$ cat src/rtl/osc_select_pll_refclk_ctrl_map.vh
// register map and field layout of the clock-control block
// assumes inclusion by bare name from the block's single design file
`ifndef OSC_SELECT_PLL_REFCLK_CTRL_MAP_VH
`define OSC_SELECT_PLL_REFCLK_CTRL_MAP_VH

// ==========================================================
// register word offsets (byte addresses, bits 7:0)
`define OSC_CTRL_OFS 8'h00
`define PLL_CTRL_OFS 8'h10
`define REF_CTRL_OFS 8'h20
`define BASE_MASK 8'hf0

// alias kinds, address bits 3:2
`define ALIAS_BITS 3:2
`define ALIAS_WRITE 2'h0
`define ALIAS_CLR 2'h1
`define ALIAS_SET 2'h2
`define ALIAS_INV 2'h3

// ==========================================================
// oscillator control fields
`define OSC_RC_DIV 26:24
`define OSC_CUR 14:12
`define OSC_NEW 10:8
`define OSC_LOCK 7
`define OSC_SLEEP 4
`define OSC_FAIL 3
`define OSC_SEC_EN 1
`define OSC_SWITCH 0

// system pll control fields
`define PLL_ODIV 26:24
`define PLL_MULT 22:16
`define PLL_ICLK 7
`define PLL_MULT_RESET 7'h01
`define PLL_ODIV_RESET 3'h0

// reference clock control fields
`define REF_DIV 30:16
`define REF_ON 15
`define REF_STOP_IDLE 13
`define REF_OE 12
`define REF_RUN_SLEEP 11
`define REF_DIVSW 9
`define REF_ACTIVE 8
`define REF_SEL 3:0

// ==========================================================
// new-source encodings
`define SRC_RC_DIV 3'h0
`define SRC_PLL 3'h1
`define SRC_PRIMARY 3'h2
`define SRC_RESERVED 3'h3
`define SRC_SECONDARY 3'h4
`define SRC_LOW_RC 3'h5

// ready vector bit positions
`define RDY_RC 0
`define RDY_PLL 1
`define RDY_PRIMARY 2
`define RDY_SECONDARY 3
`define RDY_LOW_RC 4

// reference source encodings
`define RSEL_SYS0 4'h0
`define RSEL_SYS1 4'h1
`define RSEL_PRIMARY 4'h2
`define RSEL_RC 4'h3
`define RSEL_LOW_RC 4'h4
`define RSEL_SECONDARY 4'h5
`define RSEL_PLL 4'h7
`define RSEL_PIN 4'h9

// reference clock input vector positions
`define RCK_SYS 0
`define RCK_PRIMARY 1
`define RCK_RC 2
`define RCK_LOW_RC 3
`define RCK_SECONDARY 4
`define RCK_PLL 5
`define RCK_PIN 6

// ahb encodings
`define HTRANS_NONSEQ 2'h2
`define HSIZE_WORD 3'h2

`endif

$ cat src/rtl/osc_select_pll_refclk_ctrl.v
// clock-source selection, system pll setup and reference clock output
// assumes an ahb-lite master on hclk; ready, fail and source clocks
// are asynchronous; straps, unlock and power-state inputs are on hclk
`timescale 1ns/1ps
`include "osc_select_pll_refclk_ctrl_map.vh"

module osc_select_pll_refclk_ctrl (
  // clock and reset
  input wire hclk,
  input wire hresetn,
  // ahb-lite slave
  input wire hsel,
  input wire [7:0] haddr,
  input wire [1:0] htrans,
  input wire hwrite,
  input wire [2:0] hsize,
  input wire [31:0] hwdata,
  input wire hready,
  output wire hreadyout,
  output wire hresp,
  output reg [31:0] hrdata,
  // configuration word and unlock state
  input wire [2:0] default_source_config,
  input wire two_speed_startup_config,
  input wire secondary_osc_config,
  input wire pll_input_config,
  input wire system_unlocked,
  // oscillator status, asynchronous
  input wire [4:0] source_ready,
  input wire fail_safe_clock_monitor,
  // power management
  input wire wait_execute,
  input wire in_idle,
  input wire in_sleep,
  output reg sleep_entry,
  output reg idle_entry,
  // clock tree controls
  output reg [2:0] current_source_status,
  output reg [2:0] fast_rc_postdivider,
  output reg secondary_osc_enable,
  output reg pll_input_select,
  output reg [6:0] pll_multiplier,
  output reg [2:0] pll_output_divider,
  // reference clock
  input wire [6:0] ref_source_clocks,
  output reg ref_clock_out_pin,
  output wire ref_clock_out_oe
);

  // ==========================================================
  // state
  localparam SW_IDLE = 2'd0;
  localparam SW_WAIT = 2'd1;
  localparam SW_DONE = 2'd2;

  reg [2:0] new_source_select;
  reg selection_lock;
  reg sleep_on_wait_enable;
  reg clock_fail_flag;
  reg switch_enable;
  reg [1:0] sw_state;
  reg [2:0] sw_target;
  reg cfg_load;
  reg [14:0] ref_divider;
  reg ref_on;
  reg stop_in_idle;
  reg ref_oe;
  reg ref_run_in_sleep;
  reg divider_switch;
  reg ref_active;
  reg [3:0] ref_source_select;
  reg [14:0] div_active;
  reg [14:0] div_count;
  // bus phase capture
  reg wr_pend;
  reg rd_pend;
  reg rd_wait;
  reg [7:0] addr_q;
  // synchronisers
  reg [4:0] rdy_meta;
  reg [4:0] rdy_sync;
  reg fail_meta;
  reg fail_sync;
  reg [6:0] rck_meta;
  reg [6:0] rck_sync;
  reg rck_prev;

  // ==========================================================
  // register images
  wire [31:0] osc_word = {5'h00, fast_rc_postdivider, 9'h000,
    current_source_status, 1'b0, new_source_select, selection_lock,
    2'b00, sleep_on_wait_enable, clock_fail_flag, 1'b0,
    secondary_osc_enable, switch_enable};
  wire [31:0] pll_word = {5'h00, pll_output_divider, 1'b0,
    pll_multiplier, 8'h00, pll_input_select, 7'h00};
  wire [31:0] ref_word = {1'b0, ref_divider, ref_on, 1'b0, stop_in_idle,
    ref_oe, ref_run_in_sleep, 1'b0, divider_switch, ref_active, 4'h0,
    ref_source_select};

  // ==========================================================
  // ahb-lite slave
  // reads insert one wait state so hrdata comes from a flop and sees
  // any write that finished in the cycle before
  wire take = hsel && hready && (htrans == `HTRANS_NONSEQ);
  assign hreadyout = !rd_wait;
  assign hresp = 1'b0;

  always @(posedge hclk or negedge hresetn) begin
    if (!hresetn) begin
      wr_pend <= 1'b0;
      rd_pend <= 1'b0;
      rd_wait <= 1'b0;
      addr_q <= 8'h00;
    end else begin
      if (hready) begin
        wr_pend <= take && hwrite && (hsize == `HSIZE_WORD);
        rd_pend <= take && !hwrite;
        rd_wait <= take && !hwrite;
        if (take)
          addr_q <= haddr;
      end else begin
        rd_wait <= 1'b0;
      end
    end
  end

  // read data; unmapped words read zero
  always @(posedge hclk or negedge hresetn) begin
    if (!hresetn) begin
      hrdata <= 32'h00000000;
    end else if (rd_pend && rd_wait) begin
      case (addr_q & `BASE_MASK)
        `OSC_CTRL_OFS: hrdata <= osc_word;
        `PLL_CTRL_OFS: hrdata <= pll_word;
        `REF_CTRL_OFS: hrdata <= ref_word;
        default: hrdata <= 32'h00000000;
      endcase
    end
  end

  // alias merge: plain write, or clear, set, toggle of bits written one
  function [31:0] merge;
    input [1:0] kind;
    input [31:0] old;
    input [31:0] data;
    begin
      case (kind)
        `ALIAS_CLR: merge = old & ~data;
        `ALIAS_SET: merge = old | data;
        `ALIAS_INV: merge = old ^ data;
        default: merge = data;
      endcase
    end
  endfunction

  wire [1:0] kind = addr_q[`ALIAS_BITS];
  wire osc_wr = wr_pend && ((addr_q & `BASE_MASK) == `OSC_CTRL_OFS)
    && system_unlocked;
  wire pll_wr = wr_pend && ((addr_q & `BASE_MASK) == `PLL_CTRL_OFS)
    && system_unlocked;
  wire ref_wr = wr_pend && ((addr_q & `BASE_MASK) == `REF_CTRL_OFS);
  wire [31:0] osc_new = merge(kind, osc_word, hwdata);
  wire [31:0] pll_new = merge(kind, pll_word, hwdata);
  wire [31:0] ref_new = merge(kind, ref_word, hwdata);

  // ==========================================================
  // synchronisers for asynchronous status and source clocks
  always @(posedge hclk or negedge hresetn) begin
    if (!hresetn) begin
      rdy_meta <= 5'h00;
      rdy_sync <= 5'h00;
      fail_meta <= 1'b0;
      fail_sync <= 1'b0;
      rck_meta <= 7'h00;
      rck_sync <= 7'h00;
    end else begin
      rdy_meta <= source_ready;
      rdy_sync <= rdy_meta;
      fail_meta <= fail_safe_clock_monitor;
      fail_sync <= fail_meta;
      rck_meta <= ref_source_clocks;
      rck_sync <= rck_meta;
    end
  end

  // ready of a new-source code; the reserved code is never waited on
  reg tgt_ready;
  always @* begin
    case (sw_target)
      `SRC_PLL: tgt_ready = rdy_sync[`RDY_PLL];
      `SRC_PRIMARY: tgt_ready = rdy_sync[`RDY_PRIMARY];
      `SRC_SECONDARY: tgt_ready = rdy_sync[`RDY_SECONDARY];
      `SRC_LOW_RC: tgt_ready = rdy_sync[`RDY_LOW_RC];
      `SRC_RESERVED: tgt_ready = 1'b1;
      default: tgt_ready = rdy_sync[`RDY_RC];
    endcase
  end

  // ==========================================================
  // oscillator control, pll control and switch sequencer
  // straps are caught on the first edge after reset release, since an
  // asynchronous reset may only load constants
  always @(posedge hclk or negedge hresetn) begin
    if (!hresetn) begin
      cfg_load <= 1'b1;
      new_source_select <= `SRC_RC_DIV;
      current_source_status <= `SRC_RC_DIV;
      selection_lock <= 1'b0;
      sleep_on_wait_enable <= 1'b0;
      clock_fail_flag <= 1'b0;
      secondary_osc_enable <= 1'b0;
      switch_enable <= 1'b0;
      fast_rc_postdivider <= 3'h0;
      sw_state <= SW_IDLE;
      sw_target <= `SRC_RC_DIV;
      pll_input_select <= 1'b0;
      pll_multiplier <= `PLL_MULT_RESET;
      pll_output_divider <= `PLL_ODIV_RESET;
    end else if (cfg_load) begin
      cfg_load <= 1'b0;
      new_source_select <= default_source_config;
      // two-speed start-up runs from fast rc until the switch lands
      current_source_status <= two_speed_startup_config ? `SRC_RC_DIV
        : default_source_config;
      switch_enable <= two_speed_startup_config;
      secondary_osc_enable <= secondary_osc_config;
      pll_input_select <= pll_input_config;
    end else begin
      // sequencer: wait ready, move clock, then clear switch-enable
      case (sw_state)
        SW_IDLE: begin
          if (switch_enable) begin
            sw_target <= new_source_select;
            sw_state <= SW_WAIT;
          end
        end
        SW_WAIT: begin
          if (tgt_ready) begin
            if (sw_target != `SRC_RESERVED)
              current_source_status <= sw_target;
            sw_state <= SW_DONE;
          end
        end
        SW_DONE: begin
          switch_enable <= 1'b0;
          sw_state <= SW_IDLE;
        end
        default: sw_state <= SW_IDLE;
      endcase
      if (osc_wr) begin
        fast_rc_postdivider <= osc_new[`OSC_RC_DIV];
        selection_lock <= osc_new[`OSC_LOCK];
        sleep_on_wait_enable <= osc_new[`OSC_SLEEP];
        clock_fail_flag <= osc_new[`OSC_FAIL];
        secondary_osc_enable <= osc_new[`OSC_SEC_EN];
        if (!selection_lock) begin
          new_source_select <= osc_new[`OSC_NEW];
          // a write of one beats the sequencer's clear
          if (osc_new[`OSC_SWITCH])
            switch_enable <= 1'b1;
        end
      end
      if (pll_wr && !selection_lock) begin
        pll_output_divider <= pll_new[`PLL_ODIV];
        pll_multiplier <= pll_new[`PLL_MULT];
        pll_input_select <= pll_new[`PLL_ICLK];
      end
      // a failure seen in the same cycle as a clear still sets
      if (fail_sync)
        clock_fail_flag <= 1'b1;
    end
  end

  // wait instruction becomes a sleep or idle request pulse
  always @(posedge hclk or negedge hresetn) begin
    if (!hresetn) begin
      sleep_entry <= 1'b0;
      idle_entry <= 1'b0;
    end else begin
      sleep_entry <= wait_execute && sleep_on_wait_enable;
      idle_entry <= wait_execute && !sleep_on_wait_enable;
    end
  end

  // ==========================================================
  // reference clock control register
  always @(posedge hclk or negedge hresetn) begin
    if (!hresetn) begin
      ref_divider <= 15'h0000;
      ref_on <= 1'b0;
      stop_in_idle <= 1'b0;
      ref_oe <= 1'b0;
      ref_run_in_sleep <= 1'b0;
      divider_switch <= 1'b0;
      ref_active <= 1'b0;
      ref_source_select <= `RSEL_SYS0;
      div_active <= 15'h0000;
    end else begin
      ref_active <= ref_on;
      // idle module or finished switch picks up the new divisor
      if (!ref_on || divider_switch)
        div_active <= ref_divider;
      if (divider_switch)
        divider_switch <= 1'b0;
      if (ref_wr) begin
        ref_divider <= ref_new[`REF_DIV];
        ref_on <= ref_new[`REF_ON];
        stop_in_idle <= ref_new[`REF_STOP_IDLE];
        ref_oe <= ref_new[`REF_OE];
        ref_run_in_sleep <= ref_new[`REF_RUN_SLEEP];
        ref_source_select <= ref_new[`REF_SEL];
        if (ref_new[`REF_DIVSW])
          divider_switch <= 1'b1;
      end
    end
  end

  // ==========================================================
  // reference source mux and divider
  // sources are sampled on hclk, so each must stay below half of it
  reg rck_sel;
  always @* begin
    case (ref_source_select)
      `RSEL_SYS0: rck_sel = rck_sync[`RCK_SYS];
      `RSEL_SYS1: rck_sel = rck_sync[`RCK_SYS];
      `RSEL_PRIMARY: rck_sel = rck_sync[`RCK_PRIMARY];
      `RSEL_RC: rck_sel = rck_sync[`RCK_RC];
      `RSEL_LOW_RC: rck_sel = rck_sync[`RCK_LOW_RC];
      `RSEL_SECONDARY: rck_sel = rck_sync[`RCK_SECONDARY];
      `RSEL_PLL: rck_sel = rck_sync[`RCK_PLL];
      `RSEL_PIN: rck_sel = rck_sync[`RCK_PIN];
      default: rck_sel = 1'b0;
    endcase
  end

  // run gating for idle and sleep
  wire sleep_ok = ref_run_in_sleep && (ref_source_select != `RSEL_SYS0);
  wire ref_run = ref_active
    && !(stop_in_idle && in_idle)
    && !(in_sleep && !sleep_ok);
  wire rck_rise = rck_sel && !rck_prev;

  // output toggles every divisor rising edges: divide by twice divisor
  always @(posedge hclk or negedge hresetn) begin
    if (!hresetn) begin
      rck_prev <= 1'b0;
      div_count <= 15'h0000;
      ref_clock_out_pin <= 1'b0;
    end else begin
      rck_prev <= rck_sel;
      if (!ref_run || divider_switch) begin
        div_count <= 15'h0000;
        ref_clock_out_pin <= 1'b0;
      end else if (div_active == 15'h0000) begin
        ref_clock_out_pin <= rck_sel;
      end else if (rck_rise) begin
        if (div_count >= div_active - 15'h0001) begin
          div_count <= 15'h0000;
          ref_clock_out_pin <= !ref_clock_out_pin;
        end else begin
          div_count <= div_count + 15'h0001;
        end
      end
    end
  end

  // pin driven only while output enable is set
  assign ref_clock_out_oe = ref_oe;

endmodule

$ cat config.mk
export PLATFORM = sky130hd
export DESIGN_NAME = osc_select_pll_refclk_ctrl
export DESIGN_NICKNAME = d
export VERILOG_FILES = /design/src/rtl/osc_select_pll_refclk_ctrl.v
export VERILOG_INCLUDE_DIRS = /design/src /design/src/rtl
export SDC_FILE = /design/constraint.sdc
export NUM_CORES = 1
export LEC_CHECK = 0
export BUFFER_PORTS_ARGS = -buffer_cell sky130_fd_sc_hd__buf_2
export CAP_MARGIN = 20
export CORE_AREA = 4 4 158 160
export CTS_CLUSTER_SIZE = 30
export DETAILED_ROUTE_END_ITERATION = 10
export DIE_AREA = 0 0 162 164
export GPL_TIMING_DRIVEN = 0
export SLEW_MARGIN = 20
export SYNTH_ARGS = -nofsm -noshare
export SYNTH_HDL_FRONTEND = slang
export SYNTH_SLANG_ARGS = --single-unit
export TNS_END_PERCENT = 20
$ cat constraint.sdc
create_clock -name hclk -period 6.75 [get_ports hclk]
set_input_delay 1.35 -clock hclk [delete_from_list [all_inputs] [get_ports hclk]]
set_output_delay 1.35 -clock hclk [all_outputs]
set_load 0.01 [all_outputs]
==> out/results.ini <==
[status]
run_status=complete, no violations

[clocking]
cts_tree=built
h-tree-depth=4
max-clock-path-buffers=2
insertion_delay_ns=0.44
cts_made_buffers=17
cts_resized=0
clk_pin_slew_ns=0.07
post-cts-setup-buffers=0
cts_hold_buf=0
cts-root-buf=clkbuf_16
clock_sinks=154

[finish]
stdcell_count=1406
final_nets=1256
syn2layout_area_growth_pct=17.67
final_area_mm2=0.01100
antenna_cells=0
drive_gt1_share_pct=22.08

[routing]
drt_first_pass_iters=5
vias_per_cell=5.231
drc=0
vias=7355
drt_iter0_markers=490
wl_um=24890
wl_per_cell_um=17.70
antenna_left=0

[floorplan]
die_h_um=164
die_w_um=162
start_util_pct=39.96
core_area_mm2=0.02340
fp-row-count=56
io_pins=129
die_area_mm2=0.02657

[global_route]
grt_usage_pct=19.51
grt_max_degree=59
antenna_found_initial=0
globalRoute.totalOverflow=0
grt_pass1_wl_um=40850
first_global_vias=7445

[synthesis]
synth_ff_type=dfrtp_1
synthTopCellsByArea=dfrtp_1, ha_1, mux4_2
synth_cell_type_count=68
synth_cells=931
synth_top_cells_by_count=dfrtp_1, ha_1, inv_1
synth_top_area_cell=dfrtp_1
synth.most_common_cell=dfrtp_1
synth-async-reset-ratio_pct=100.0
synth_edf_count=0
seq_area_frac_synth_pct=41.24
ys_seq_elements=154
synth_warnings=0
yosysTopAreaCellShare_pct=40.67
synth_area_mm2=0.009351
syn_avg_cell_area_um2=10.04

[min_path]
hold_class=reg -> reg

[critical_path]
critPathKind=reg -> reg
critPathMaxFanout=9
critPathCaptureType=flop
crit_path_start_kind=flop
cp_data_required_time_ns=7.08
worstPathArrival_ns=3.81

[timing]
tightestPinTransition_ns=1.104
slew_violations=0
finalWorstPathRequiredPeriod_ns=3.482
slew_headroom_pct=26.19
maxClockFrequency_mhz=287.2
fin_crit_sh_pct=51.58
rsz0062_at_grt=false
timing.setup.tns_ns=0
fin_worst_skew_ns=0.009614
hold_viol=0
setup_viol=0

[power]
ir_drop_mv=0.1322
power_mw=2.757
power_density_mw_per_mm2=250.5
p_leak_nw=5.257

[placement]
dp.cells=1374
placed_cell_area_mm2=0.01042
hpwl_um=18410
gp_congestion=0.8078
port_buffers=118

[run]
cap_violations=0

-- worst paths after layout --
| check | depth (start not counted) | endpoint | slack (ns) | start |
|---|---|---|---|---|
| max | 13 | div_count[13]$_DFFE_PN0P_ | 3.27 | div_active[0]$_DFFE_PN0P_ |
| min | 0 | rck_sync[5]$_DFF_PN0_ | 0.35 | rck_meta[5]$_DFF_PN0_ |
| max reg2reg | 13 | div_count[13]$_DFFE_PN0P_ | 3.27 | div_active[0]$_DFFE_PN0P_ |
| min reg2reg | 0 | rck_sync[5]$_DFF_PN0_ | 0.35 | rck_meta[5]$_DFF_PN0_ |
| max in group asynchronous | 3 | rdy_meta[3]$_DFF_PN0_ | 5.04 | hresetn |
| min in group asynchronous | 1 | div_count[2]$_DFFE_PN0P_ | 0.80 | hresetn |
-- routing by layer --
metal | part of all wire (%) | GRT usage, % | vias to the layer above
met5 | 0 | 0 | -
met4 | 2.5 | 6.151 | 0
met3 | 4.6 | 3.664 | 36
met2 | 47 | 31.66 | 176
met1 | 46 | 26.64 | 3607
li1 | - | - | 3536
-- report_power, final --
group / leakage [nW] / internal (mW) / switching [mW]
clock: 0.285 / 0.525 / 0.447
sequential: 1.94 / 1.01 / 0.0986
combinational: 3.03 / 0.297 / 0.379
-- critical path: stages, from the launching register on --
cell	delay, ns
dfrtp_1	0.40
inv_1	0.09
ha_1	0.20
nor4b_1	0.45
nand2_1	0.22
nor4_2	0.40
nor2_1	0.09
ha_1	0.32
a21oi_1	0.14
o211ai_1	0.15
a211oi_4	0.40
nand2b_4	0.07
buf_6	0.15
o41ai_2	0.31
-- area by class of cell --
cell class | count | area (um^2)
clock buffer | 18 | 429.2
buffer | 49 | 225.2
sequential | 154 | 3856
inverter | 108 | 405.4
tap | 319 | 399.1
multi-input combinational | 624 | 4880
clock inverter | 14 | 153.9
fill | 2299 | 12400
timing repair buffer | 120 | 655.6
-- placed cells by master, fill, tap and decap left out, types with 4 or more instances in the layout --
master and instances:
a21oi_1 61, dfrtp_1 152, and2_1 4, buf_2 120, nand2b_1 5, o311ai_2 4, xnor2_1 8, clkbuf_1 36
mux4_2 19, mux2_2 37, nor2_1 59, mux2i_1 5, buf_4 4, inv_6 5, a22oi_1 18, inv_1 108
ha_1 109, a211oi_1 39, clkbuf_16 17, nand3_1 15, o21ai_0 62, conb_1 5, nand2_1 89, xor2_1 4
nor3_1 4, a21o_1 6, buf_1 4, a22o_1 5, nand4_1 5
-- logic make-up (layout without fill, tap and decap cells) --
logic type	Yosys count	after routing	share of synthesized area, %
AOI/OAI and AO/OA	227	227	16.14
and+or+nand+nor	210	210	10.57
buffers and inverters	157	309	6.743
DFF	154	154	41.24
adders and majority gates	109	109	14.58
muxes	61	61	9.567
xor gates and xnor gates	12	12	1.124
other	1	5	0.04010
-- flip-flops by register name, indices dropped and copies added, names as in the netlist, 2 cells and up --
signal / cells
hrdata: 29
rdy_sync: 5
rdy_meta: 5
pll_multiplier: 7
addr_q: 6
ref_divider: 15
div_count: 15
sw_state: 2
current_source_status: 3
div_active: 15
new_source_select: 3
rck_sync: 7
ref_source_select: 4
rck_meta: 7
fast_rc_postdivider: 3
pll_output_divider: 3
sw_target: 3
-- per-stage QoR --
step                hold WS, ns  worst slack, ns  utilization, %
global route             0.3572            2.929           47.02
floorplan                0.3312            3.769               -
global placement         0.3341            1.840           44.25
CTS                      0.3513            3.216           47.02
detailed placement       0.3347            3.213           44.53
finish                   0.3487            3.268           47.02
Note: power is estimated with default switching activity, not from simulation.
